==> config.mk <==
export PLATFORM = sky130hd
export DESIGN_NAME = lvdc_top
export DESIGN_NICKNAME = d
export VERILOG_FILES = /design/src/verilog/lvdc_pkg.sv /design/src/verilog/lvdc_sync_if.sv /design/src/verilog/lvdc_top.sv /design/src/verilog/lvdc_sync.sv
export VERILOG_INCLUDE_DIRS = /design/src /design/src/verilog
export SDC_FILE = /design/constraint.sdc
export NUM_CORES = 1
export LEC_CHECK = 0
export ABC_AREA = 1
export BUFFER_PORTS_ARGS = -buffer_cell sky130_fd_sc_hd__clkbuf_2
export CAP_MARGIN = 20
export CORE_AREA = 2 2 59 61
export DETAILED_ROUTE_END_ITERATION = 6
export DIE_AREA = 0 0 61 63
export SYNTH_ARGS = -nofsm -noshare
export SYNTH_HDL_FRONTEND = slang
export SYNTH_HIERARCHICAL = 1
export SYNTH_SLANG_ARGS = --single-unit
==> constraint.sdc <==
create_clock -name clk -period 1.7 [get_ports clk]
set_clock_uncertainty 0.05 [all_clocks]
set_input_delay 0.085 -clock clk [delete_from_list [all_inputs] [get_ports clk]]
set_output_delay 0.085 -clock clk [all_outputs]
set_load 0.01 [all_outputs]
==> src/verilog/lvdc_defines.svh <==
// Purpose: Constants for the low voltage detect control block.
// Assumes: 8-bit processor data bus with 16-bit addresses.
// Notes:   Included by the package and by the design modules.
`ifndef LVDC_DEFINES_SVH
`define LVDC_DEFINES_SVH

`define LVDC_CTRL_ADDR       16'hFFBE
`define LVDC_CAUSE_ADDR      16'hFFBD
`define LVDC_CTRL_RESET      8'h00
`define LVDC_CAUSE_RESET     8'h00
`define LVDC_BIT_ENABLE      3'h7
`define LVDC_BIT_REFGEN      3'h4
`define LVDC_BIT_ACTION      3'h1
`define LVDC_BIT_FLAG        3'h0
`define LVDC_CAUSE_LOWV      3'h0
`define LVDC_CAUSE_CLKMON    3'h1
`define LVDC_CAUSE_WDOG      3'h4
`define LVDC_SYNC_WIDTH      3
`define LVDC_SYNC_LOWV       0
`define LVDC_SYNC_POC        1
`define LVDC_SYNC_RAMP       2

`endif

==> src/verilog/lvdc_pkg.sv <==
// Purpose: Shared types of the low voltage detect control block.
// Assumes: lvdc_defines.svh holds the synchroniser width; byte and address widths are set here.
// Notes:   Types only.
`include "lvdc_defines.svh"

package lvdc_pkg;

  typedef logic [7:0]  lvdc_byte_t;
  typedef logic [15:0] lvdc_addr_t;
  typedef logic [`LVDC_SYNC_WIDTH-1:0] lvdc_sync_t;

endpackage

==> src/verilog/lvdc_sync_if.sv <==
// Purpose: Carries the raw comparator levels and their synchronised copies.
// Assumes: One clock for both ends.
// Notes:   Bit positions are the LVDC_SYNC_* constants.
`include "lvdc_defines.svh"

interface lvdc_sync_if;

  lvdc_pkg::lvdc_sync_t raw;
  lvdc_pkg::lvdc_sync_t synced;

  modport producer (input raw, output synced);
  modport consumer (output raw, input synced);

endinterface

==> src/verilog/lvdc_top.sv <==
// Purpose: Low voltage detect control and reset cause flags.
// Assumes: Processor accesses are single-cycle strobes on clk.
// Notes:   Comparators and level selection are outside this block.
`include "lvdc_defines.svh"

module lvdc_top (
  input  wire logic               clk,           // 20 MHz system clock.
  input  wire logic               resetn,        // External reset, low.
  input  wire lvdc_pkg::lvdc_addr_t cpu_addr,    // Access address.
  input  wire logic               cpu_wr,        // Byte write strobe.
  input  wire logic               cpu_bit_wr,    // Single-bit write strobe.
  input  wire logic [2:0]         cpu_bit_sel,   // Bit number for bit write.
  input  wire logic               cpu_bit_val,   // Value for bit write.
  input  wire lvdc_pkg::lvdc_byte_t cpu_wdata,   // Byte write data.
  input  wire logic               cpu_rd,        // Read strobe.
  input  wire logic               supply_low,    // Detector comparator.
  input  wire logic               poc_low,       // Power-on-clear comparator.
  input  wire logic               supply_ramp,   // Power-up in progress.
  input  wire logic               wdog_reset_req, // Watchdog reset request.
  input  wire logic               clkmon_reset_req, // Clock monitor request.
  output lvdc_pkg::lvdc_byte_t    cpu_rdata,     // Read data.
  output logic                    cpu_rvalid,    // Read data valid pulse.
  output logic                    detect_enable, // Comparator run.
  output logic                    reference_gen_enable, // Reference on.
  output logic                    low_supply_irq, // Interrupt request.
  output logic                    internal_reset, // Internal reset out.
  output lvdc_pkg::lvdc_byte_t    reset_cause_flags // Reset cause register.
);

  //////////////////////////////////////////////////////////////////////////////

  function automatic logic lvdc_hit(input lvdc_pkg::lvdc_addr_t a,
                                    input lvdc_pkg::lvdc_addr_t target);
    lvdc_hit = (a == target);
  endfunction

  lvdc_sync_if sif ();

  assign sif.raw[`LVDC_SYNC_LOWV] = supply_low;
  assign sif.raw[`LVDC_SYNC_POC]  = poc_low;
  assign sif.raw[`LVDC_SYNC_RAMP] = supply_ramp;

  lvdc_sync u_sync (
    .clk    (clk),
    .resetn (resetn),
    .sif    (sif)
  );

  logic low_synced;
  logic poc_active;

  assign low_synced = sif.synced[`LVDC_SYNC_LOWV];
  // Power-up and the power-on-clear comparator both hold the power-on-clear reset.
  assign poc_active = sif.synced[`LVDC_SYNC_POC] |
                      sif.synced[`LVDC_SYNC_RAMP];

  //////////////////////////////////////////////////////////////////////////////

  logic                 enable_reg;
  logic                 refgen_reg;
  logic                 action_reg;
  logic                 flag_reg;
  logic                 irq_reg;
  logic                 lowv_reset_reg;
  logic                 int_reset_reg;
  lvdc_pkg::lvdc_byte_t cause_reg;
  lvdc_pkg::lvdc_byte_t rdata_reg;
  logic                 rvalid_reg;

  lvdc_pkg::lvdc_byte_t ctrl_value;
  lvdc_pkg::lvdc_byte_t ctrl_next;
  logic                 ctrl_write;
  logic                 lowv_reset_now;
  logic                 other_reset_now;

  always_comb
  begin
    ctrl_value = `LVDC_CTRL_RESET;
    ctrl_value[`LVDC_BIT_ENABLE] = enable_reg;
    ctrl_value[`LVDC_BIT_REFGEN] = refgen_reg;
    ctrl_value[`LVDC_BIT_ACTION] = action_reg;
    ctrl_value[`LVDC_BIT_FLAG]   = flag_reg;
  end

  // A bit write is a read-modify-write of the current value.
  always_comb
  begin
    ctrl_next = ctrl_value;
    if (cpu_wr)
      ctrl_next = cpu_wdata;
    else if (cpu_bit_wr)
      ctrl_next[cpu_bit_sel] = cpu_bit_val;
  end

  assign ctrl_write = (cpu_wr | cpu_bit_wr) &
                      lvdc_hit(cpu_addr, `LVDC_CTRL_ADDR);

  assign lowv_reset_now  = lowv_reset_reg;
  assign other_reset_now = poc_active | wdog_reset_req | clkmon_reset_req;

  //////////////////////////////////////////////////////////////////////////////
  // Control bits. A low voltage reset alone leaves them as they are, so
  // software can still see the mode it chose after such a reset.

  always_ff @(posedge clk)
  begin
    if (!resetn)
    begin
      enable_reg <= 1'b0;
      refgen_reg <= 1'b0;
      action_reg <= 1'b0;
    end
    else if (other_reset_now)
    begin
      enable_reg <= 1'b0;
      refgen_reg <= 1'b0;
      action_reg <= 1'b0;
    end
    else if (ctrl_write && !lowv_reset_now)
    begin
      enable_reg <= ctrl_next[`LVDC_BIT_ENABLE];
      refgen_reg <= ctrl_next[`LVDC_BIT_REFGEN];
      action_reg <= ctrl_next[`LVDC_BIT_ACTION];
    end
  end

  //////////////////////////////////////////////////////////////////////////////
  // Flag and its two consequences. The flag ignores writes; it only tracks
  // the synchronised comparator while detection runs.

  always_ff @(posedge clk)
  begin
    if (!resetn)
      flag_reg <= 1'b0;
    else
      flag_reg <= low_synced & enable_reg;
  end

  always_ff @(posedge clk)
  begin
    if (!resetn)
      irq_reg <= 1'b0;
    else
      irq_reg <= flag_reg & enable_reg & ~action_reg;
  end

  always_ff @(posedge clk)
  begin
    if (!resetn)
      lowv_reset_reg <= 1'b0;
    else
      lowv_reset_reg <= flag_reg & enable_reg & action_reg;
  end

  always_ff @(posedge clk)
  begin
    if (!resetn)
      int_reset_reg <= 1'b0;
    else
      int_reset_reg <= other_reset_now | lowv_reset_now;
  end

  //////////////////////////////////////////////////////////////////////////////
  // Reset cause flags. External reset and power-on-clear wipe them; the
  // other sources only add their own bit so earlier causes survive.

  always_ff @(posedge clk)
  begin
    if (!resetn)
      cause_reg <= `LVDC_CAUSE_RESET;
    else if (poc_active)
      cause_reg <= `LVDC_CAUSE_RESET;
    else
    begin
      if (lowv_reset_now)
        cause_reg[`LVDC_CAUSE_LOWV] <= 1'b1;
      if (wdog_reset_req)
        cause_reg[`LVDC_CAUSE_WDOG] <= 1'b1;
      if (clkmon_reset_req)
        cause_reg[`LVDC_CAUSE_CLKMON] <= 1'b1;
    end
  end

  //////////////////////////////////////////////////////////////////////////////
  // Read port. Unmapped addresses read as zero.

  always_ff @(posedge clk)
  begin
    if (!resetn)
    begin
      rdata_reg  <= `LVDC_CTRL_RESET;
      rvalid_reg <= 1'b0;
    end
    else
    begin
      rvalid_reg <= cpu_rd;
      if (!cpu_rd)
        rdata_reg <= rdata_reg;
      else if (lvdc_hit(cpu_addr, `LVDC_CTRL_ADDR))
        rdata_reg <= ctrl_value;
      else if (lvdc_hit(cpu_addr, `LVDC_CAUSE_ADDR))
        rdata_reg <= cause_reg;
      else
        rdata_reg <= `LVDC_CTRL_RESET;
    end
  end

  assign cpu_rdata            = rdata_reg;
  assign cpu_rvalid           = rvalid_reg;
  assign detect_enable        = enable_reg;
  assign reference_gen_enable = refgen_reg;
  assign low_supply_irq       = irq_reg;
  assign internal_reset       = int_reset_reg;
  assign reset_cause_flags    = cause_reg;

endmodule

==> src/verilog/lvdc_sync.sv <==
// Purpose: Two-flop synchronisers for the analog comparator levels.
// Assumes: Inputs are asynchronous to clk.
// Notes:   The first stage feeds only the second stage.
`include "lvdc_defines.svh"

module lvdc_sync (
  input wire logic       clk,     // System clock.
  input wire logic       resetn,  // Synchronous reset, active low.
  lvdc_sync_if.producer  sif      // Raw levels in, synced levels out.
);

  genvar i;

  generate
    for (i = 0; i < `LVDC_SYNC_WIDTH; i = i + 1)
    begin : g_bit
      logic meta_reg;
      logic sync_reg;

      // The comparators run from their own analog path, so a low supply
      // is still seen as long as the clock source keeps running.
      always_ff @(posedge clk)
      begin
        if (!resetn)
        begin
          meta_reg <= 1'b0;
          sync_reg <= 1'b0;
        end
        else
        begin
          meta_reg <= sif.raw[i];
          sync_reg <= meta_reg;
        end
      end

      assign sif.synced[i] = sync_reg;
    end
  endgenerate

endmodule

### Yosys cells after proc, flatten, opt, wreduce, memory -nomap -nowiden

Cells that the tools add are included.

| cells by class | value |
|---|---|
| bitwise operators | 12 |
| magnitude comparators | 2 |
| multiplexer cells | 7 |
| eq/ne operators | 2 |
| reductions and logical operators | 7 |

Operator list:

| cell | count |
|---|---|
| == test 16 bit (second input constant) | 2 |
| 2-to-1 mux 8 bit | 3 |
| bitwise mux 8 bit | 1 |
| AND 1 bit | 5 |
| 2-to-1 mux 5 bit | 1 |
| bitwise OR 1 bit | 5 |
| < comparator 3 x 4 -> 1 bit (second input constant) | 1 |
| OR reduction 2 bit | 2 |
| demux 1 bit (select 3 bit) | 1 |
| greater-or-equal comparator 3 x 1 -> 1 bit (second input constant) | 1 |
| logical AND 1 bit | 2 |
| NOT 1 bit | 2 |
| AND reduction 2 bit | 1 |
| nonzero test 2 bit | 1 |
| logical NOT 1 bit | 1 |
| 2-to-1 mux 1 bit | 1 |

| word-level totals | value |
|---|---|
| input bits | 38 |
| output and inout bits | 21 |
| word-level logic and storage cells | 48 |
| bits in registers | 25 |

### Logic depth before layout (Yosys ltp)

Gate-level depths: netlist of run 1.

| logic depth | value |
|---|---|
| depth after elaboration | 7 |
| gate-level depth with buffers | 9 |
| depth with buffers taken out | 9 |

### Cells and area by module

Netlist of run 1, hierarchy kept.

Modules (own cells, without submodules):

| module | sequential area each (um2) | area an instance (um2) | times used | cells each |
|---|---|---|---|---|
| lvdc_top | 300.3 | 859.6 | 1 | 135 |
| lvdc_sync | 120.1 | 187.7 | 1 | 21 |

### Worst setup path before layout of run 1

OpenSTA, ideal clock, no wires.

| timing path | value |
|---|---|
| path kind | register to register |
| from | register u_sync.g_bit[2].sync_reg |
| to | register action_reg |
| period minus slack after synthesis | 982 ps |
| arrival | 868 ps |
| buffers on the path | 1 |
| setup time | 64 ps |
| data required time | 1586 ps |
| path slack | 718 ps |
| stages on the path, launching flop included | 7 |
| cell sequence | dfxtp_1 buf_4 nor2_1 nand3b_1 nor2_1 nand2_1 nor2_1 |

| on the way | value |
|---|---|
| word-level cells in the longest chain between the ends | 4 |

Ends and longest elaborated chain:

| item | line | text |
|---|---|---|
| start, declared | lvdc_sync.sv:18 | `logic sync_reg;` |
| start signal, assigned | lvdc_sync.sv:32 | `sync_reg <= meta_reg;` |
| bitwise OR 1 bit | lvdc_top.sv:54 | `` assign poc_active = sif.synced[`LVDC_SYNC_POC] \| `` |
| bitwise OR 1 bit (2 in a row) | lvdc_top.sv:99 | `assign other_reset_now = poc_active \| wdog_reset_req \| clkmon_reset_req;` |
| OR reduction 2 bit (no line) | -- |  |
| end signal, assigned | lvdc_top.sv:123 | `` action_reg <= ctrl_next[`LVDC_BIT_ACTION]; `` |
| end, declared | lvdc_top.sv:61 | `logic action_reg;` |

Every way passes these cells.
A chain may end at the register's enable or synchronous reset.

### Final worst setup path of run 1

| timing path | value |
|---|---|
| from | input clkmon_reset_req |
| to | register enable_reg (netlist: detect_enable) |

| on the way | value |
|---|---|
| word-level cells in the longest chain between the ends | 2 |

Ends and longest elaborated chain:

| item | line | text |
|---|---|---|
| start, declared | lvdc_top.sv:20 | `input wire logic clkmon_reset_req,` |
| bitwise OR 1 bit | lvdc_top.sv:99 |  |
| OR reduction 2 bit (no line) | -- |  |
| end signal, assigned | lvdc_top.sv:121 | `` enable_reg <= ctrl_next[`LVDC_BIT_ENABLE]; `` |
| end, declared | lvdc_top.sv:59 | `logic enable_reg;` |

Every way passes these cells.

==> metrics, run 1 <==
Core Util, Final 41.4%; number of flops mapped to enable cells by yosys 0; P per Cell Area 663 mW/mm^2; Synth area leaders dfxtp_1 (40%), nand2_1 (13%), inv_1 (9.7%), nor2_1 (9.3%), buf_4 (8.6%); Critical Path, Cell by Cell dlygate4sd3_1 > clkbuf_2 > nand3b_1 > nor2_1 > nand2_1 > nor2_1; Iter 0 DRT Violations 26; Cells after Synth 156; Final #Nets 243; final instance area 0.00134 sq mm; Finish-stage setup viols 0; Worst-Skew Late Latency 0.30 ns; iteration count of the initial detailed-routing pass 4; Yosys warnings 6; dpl hpwl 1540 microns; flop and latch count out of synthesis 21; Seq/Total Area, Yosys 40.1%; Worst-path clk slew 0.11 ns; Worst setup EP type flop; Post-Place Cells 241; power consumption 0.888 mW; Max Clk Rate 0.935 GHz; startpoint types input pin; mapped cell area 0.00105 sq mm; largest net degree at the start of global routing 13; vias in the first global route 830; Slowest-stage cell, CP dlygate4sd3_1; setup TNS 0 ns; Crit path top cell by count nor2_1; I/O pins 59; layout cell share with drive strength beyond 1 27.9%; fraction of registers with async set/reset 0%; count of pins over their slew limit 0; Leak Pwr 0.773 nW; Clock Path Buffers 2; Die Wd 61 microns; pre-CTS setup slack 0.669 ns; post_cts resized 0; H-tree levels 1; CP Class input pin to flop; max reg flops 4; Finished Layout Cells 250; CORE AREA 0.00323 sq mm; Sink Count 21; final estimated routing congestion in global placement 0.792; HP Class input pin to flop; dpl cell area 0.00126 sq mm; Die Ht 63 microns; Synth cell types 18; Ant. Diodes 0; synthesized area per cell 6.71 sq um; total track usage 10.5%; full die area 0.00384 sq mm; share of the synthesized area in the top cell type 40.1%; unrepaired setup endpoints after global routing false; CP max FO 3; CTS Root Cell clkbuf_4; Yosys top cell by area dfxtp_1; worst endpoint data arrival time 1.27 ns; via count 980; Crit path largest cell delay 0.53 ns; count leader, synth nand2_1; initial antenna violation count 0; final hold violation count 0; grt ovf 0; residual DRC count 0; Syn-to-layout area delta 27.8%; outcome completed; final WL 1840 microns; CTS tree built; Row Count 21; number of buffers created by CTS 3; Port-buffer cells 44; Req. time, crit path 1.90 ns; DRT antenna net count 0; Commonest cells post-synth nand2_1 (37), inv_1 (27), nor2_1 (26); Final WS setup 0.631 ns; peak supply drop 630 uV; most frequently used flop master after synthesis dfxtp_1; Final Cycle Share 62.9%; Post-CTS Setup Bufs 0; max cap viols 0; first-pass GRT wire length 3140 microns; Final min period 1.07 ns; vias per cell 3.92; WL per Instance 7.37 microns; Initial Util 32.4%; hold slack 0.0347 ns
[cells by family (layout without fill, tap and decap cells)]
logic type,count (synthesis),in the layout,share of synthesized area [%]
simple gates,87,87,36.6
buf+inv,41,81,19.0
flops,21,21,40.1
compound gates,6,6,3.94
other cells,1,9,0.358
[final timing paths]
check	start	to	slack, ns	cells past startpoint
max	clkmon_reset_req	detect_enable$_SDFFE_PP0P_	0.63	6
min	cpu_rd	cpu_rvalid$_SDFF_PN0_	0.03	3
max reg2reg	u_sync/g_bit[2].sync_reg$_SDFF_PN0_	detect_enable$_SDFFE_PP0P_	0.67	5
min reg2reg	u_sync/g_bit[0].sync_reg$_SDFF_PN0_	flag_reg$_SDFF_PN0_	0.37	2
[routing by layer]
layer	vias to the layer above	share of wire, %	track usage [%]
met2	33	46	17.1
met4	0	0	1.63
met1	407	44	12.3
met3	0	11	5.59
met5	-	0	0
li1	540	-	-
[worst max-delay path: cells and delay by family]
kind | cells | cell delay [ns]
AND/OR/NAND/NOR | 4 | 0.53
buffers and inverters | 2 | 0.64
[placed cells by master, fill, tap and decap left out, types with 3 or more instances in the layout]
cell type	count
clkbuf_4	3
conb_1	9
nand2_1	37
dfxtp_1	21
dlygate4sd3_1	5
clkbuf_2	44
nor2_2	4
nor2_1	26
nand3_1	13
inv_1	27
o21ai_0	4
[cell type report]
cell class | count | area [sq um]
Tap cell | 46 | 57.6
Timing Repair Buffer | 49 | 270
Clock inverter | 1 | 5.00
Multi-Input combinational cell | 102 | 458
Clock buffer | 3 | 22.5
Fill cell | 370 | 1890
Inverter | 28 | 105
Sequential cell | 21 | 420
[report_power, final]
group | internal [mW] | switching [mW] | total [mW]
combinational | 0.0626 | 0.0726 | 0.135
clock | 0.0877 | 0.148 | 0.236
sequential | 0.510 | 0.00707 | 0.517
[repair_timing]
action                                  4_1_cts  5_1_grt
hold buffers                                  5        0
endpoints found under the setup margin        0        0
hold endpoints to repair                      5        0
Power figures use the tool's default switching activity.
==> run 2, diff against run 1 <==
==> constraint.sdc (replaced) <==
create_clock -name clk -period 0.98 [get_ports clk]
set_clock_uncertainty 0.05 [all_clocks]
set_input_delay 0.049 -clock clk [delete_from_list [all_inputs] [get_ports clk]]
set_output_delay 0.049 -clock clk [all_outputs]
set_load 0.01 [all_outputs]
==> run 2 against run 1 <==
The run now ends with negative setup slack left. Via count grew 3.1%. Clock-buffer cell count up 1. Largest power group unchanged. Highest routed layer is now met4. Largest cell class unchanged. Sequential power rose by 74%. Power grew 76%. Critical path type is now flop to flop.
==> metrics, run 2 (synthesis results as in run 1) <==
failing checks negative setup slack; max reg flops 4 (unchanged); CTS tree built; CORE AREA 0.00323 sq mm (unchanged); Post-Place Cells 242 (+0.41%); hold slack 0.0263 ns (-0.00833 ns); setup TNS -0.00397 ns (-0.00397 ns); Final #Nets 247 (+1.6%); peak supply drop 739 uV (+17%); Ant. Diodes 0 (unchanged); Reg2Reg Setup Slack -0.004 ns (-0.67 ns); Worst-Skew Late Latency 0.30 ns (about the same); residual DRC count 0 (unchanged); final WL 2000 microns (+8.6%); worst endpoint data arrival time 1.18 ns (-0.09 ns); max cap viols 0 (unchanged); grt ovf 0 (unchanged); final estimated routing congestion in global placement 0.830 (+4.7%); Initial Util 32.4% (unchanged); Sink Count 21 (unchanged); H-tree levels 1 (unchanged); Final WS setup -0.00397 ns (-0.635 ns); CP max FO 3 (unchanged); vias in the first global route 866 (+4.3%); CP Capture Point detect_enable$_SDFFE_PP0P_; Die Wd 61 microns (unchanged); Iter 0 DRT Violations 15 (-42%); CP Class flop to flop; DRT antenna net count 0 (unchanged); final instance area 0.00139 sq mm (+4.0%); power consumption 1.56 mW (+76%); commonest non-fill, non-tap cell in the layout clkbuf_2; Final Cycle Share 100%; total track usage 10.7% (+0.18 points); Crit. Startpoint u_sync/g_bit[1].sync_reg$_SDFF_PN0_; Worst-path clk slew 0.11 ns (about the same); CTS Root Cell clkbuf_4; vias per cell 3.98 (+1.4%); worst reg2reg path startpoint u_sync/g_bit[1].sync_reg$_SDFF_PN0_; r2r endpoint detect_enable$_SDFFE_PP0P_; Worst setup EP type flop; HP Class input pin to flop; pre-CTS setup slack -0.0246 ns (-0.693 ns); Final min period 0.984 ns; largest net degree at the start of global routing 12 (-1); Port-buffer cells 44 (unchanged); Syn-to-layout area delta 33.0%; P per Cell Area 1120 mW/mm^2 (+69%); count of pins over their slew limit 0 (unchanged); Finish-stage setup viols 1 (+1); number of buffers created by CTS 3 (unchanged); WL per Instance 7.87 microns (+6.9%); unrepaired setup endpoints after global routing true; first-pass GRT wire length 3150 microns (+0.22%); final hold violation count 0 (unchanged); I/O pins 59 (unchanged); dpl hpwl 1600 microns (+4.4%); outcome finished with violations; Row Count 21 (unchanged); startpoint types flop; full die area 0.00384 sq mm (unchanged); Leak Pwr 0.791 nW (+2.4%); fillers 346 (-6.5%); Finished Layout Cells 254 (+1.6%); most frequent cells in the layout clkbuf_2 (44), nand2_1 (37), inv_1 (27); Core Util, Final 43.1% (+1.7 points); dpl cell area 0.00127 sq mm (+0.79%); Clock Path Buffers 2 (unchanged); layout cell share with drive strength beyond 1 30.8% (+2.8 points); FF-to-FF path depth 5 (unchanged); Die Ht 63 microns (unchanged); iteration count of the initial detailed-routing pass 2 (-2); Max Clk Rate 1.02 GHz; Req. time, crit path 1.17 ns (-0.73 ns); initial antenna violation count 0 (unchanged); via count 1010 (+3.1%)
-- run 2: cell types whose count changed in the layout (fill, tap and decap cells not counted), sizes merged --
cell,before,now
clkinv,1,0
dlygate4sd3,5,7
clkbuf,47,48
buf,0,2
-- run 2: worst min path at each step --
stage                 start                                   to  slack (ns)  cells past startpoint
2_1_floorplan    supply_low  u_sync/g_bit[0].meta_reg$_SDFF_PN0_        0.09                      2
3_3_place_gp     supply_low  u_sync/g_bit[0].meta_reg$_SDFF_PN0_        0.17                      3
3_5_place_dp     supply_low  u_sync/g_bit[0].meta_reg$_SDFF_PN0_        0.18                      3
4_1_cts        cpu_wdata[4]    reference_gen_enable$_SDFFE_PP0P_        0.03                      5
5_1_grt        cpu_wdata[4]    reference_gen_enable$_SDFFE_PP0P_        0.04                      5
6_report       cpu_wdata[4]    reference_gen_enable$_SDFFE_PP0P_        0.03                      5
-- run 2: per-layer routing --
layer / share of wire, % / global-route usage (%)
met5: 0 / 0
met4: 0.60 / 2.17
met3: 8.8 / 4.76
met2: 48 / 19.1
met1: 42 / 11.2
-- run 2: repair_timing --
item                                    CTS  global route
endpoints found under the setup margin    3             8
endpoints found under the hold margin     7             0
setup buffers                             1             0
hold buffers                              7             0
resized for setup                         0             7
pin swaps                                 1             5
-- run 2: cell type report --
cell class                      count  area, sq um  area share [%]
Multi-Input combinational cell    102          473            34.0
Sequential cell                    21          425            30.5
Timing Repair Buffer               53          305            21.9
Inverter                           28          105            7.55
Tap cell                           46         57.6            4.13
Clock buffer                        4         26.3            1.89
-- run 2: report_power, final --
group	switching (mW)	internal, mW	total (mW)
registers	0.0145	0.886	0.900
logic	0.133	0.123	0.256
clock network	0.246	0.159	0.404
-- run 2: worst max-delay path, cell delays in order, from the launching register on --
cell and delay, ns:
dfxtp_2 0.34, nor2_4 0.10, nand3b_1 0.14, nor2_4 0.16
nand2_1 0.06, nor2_1 0.07
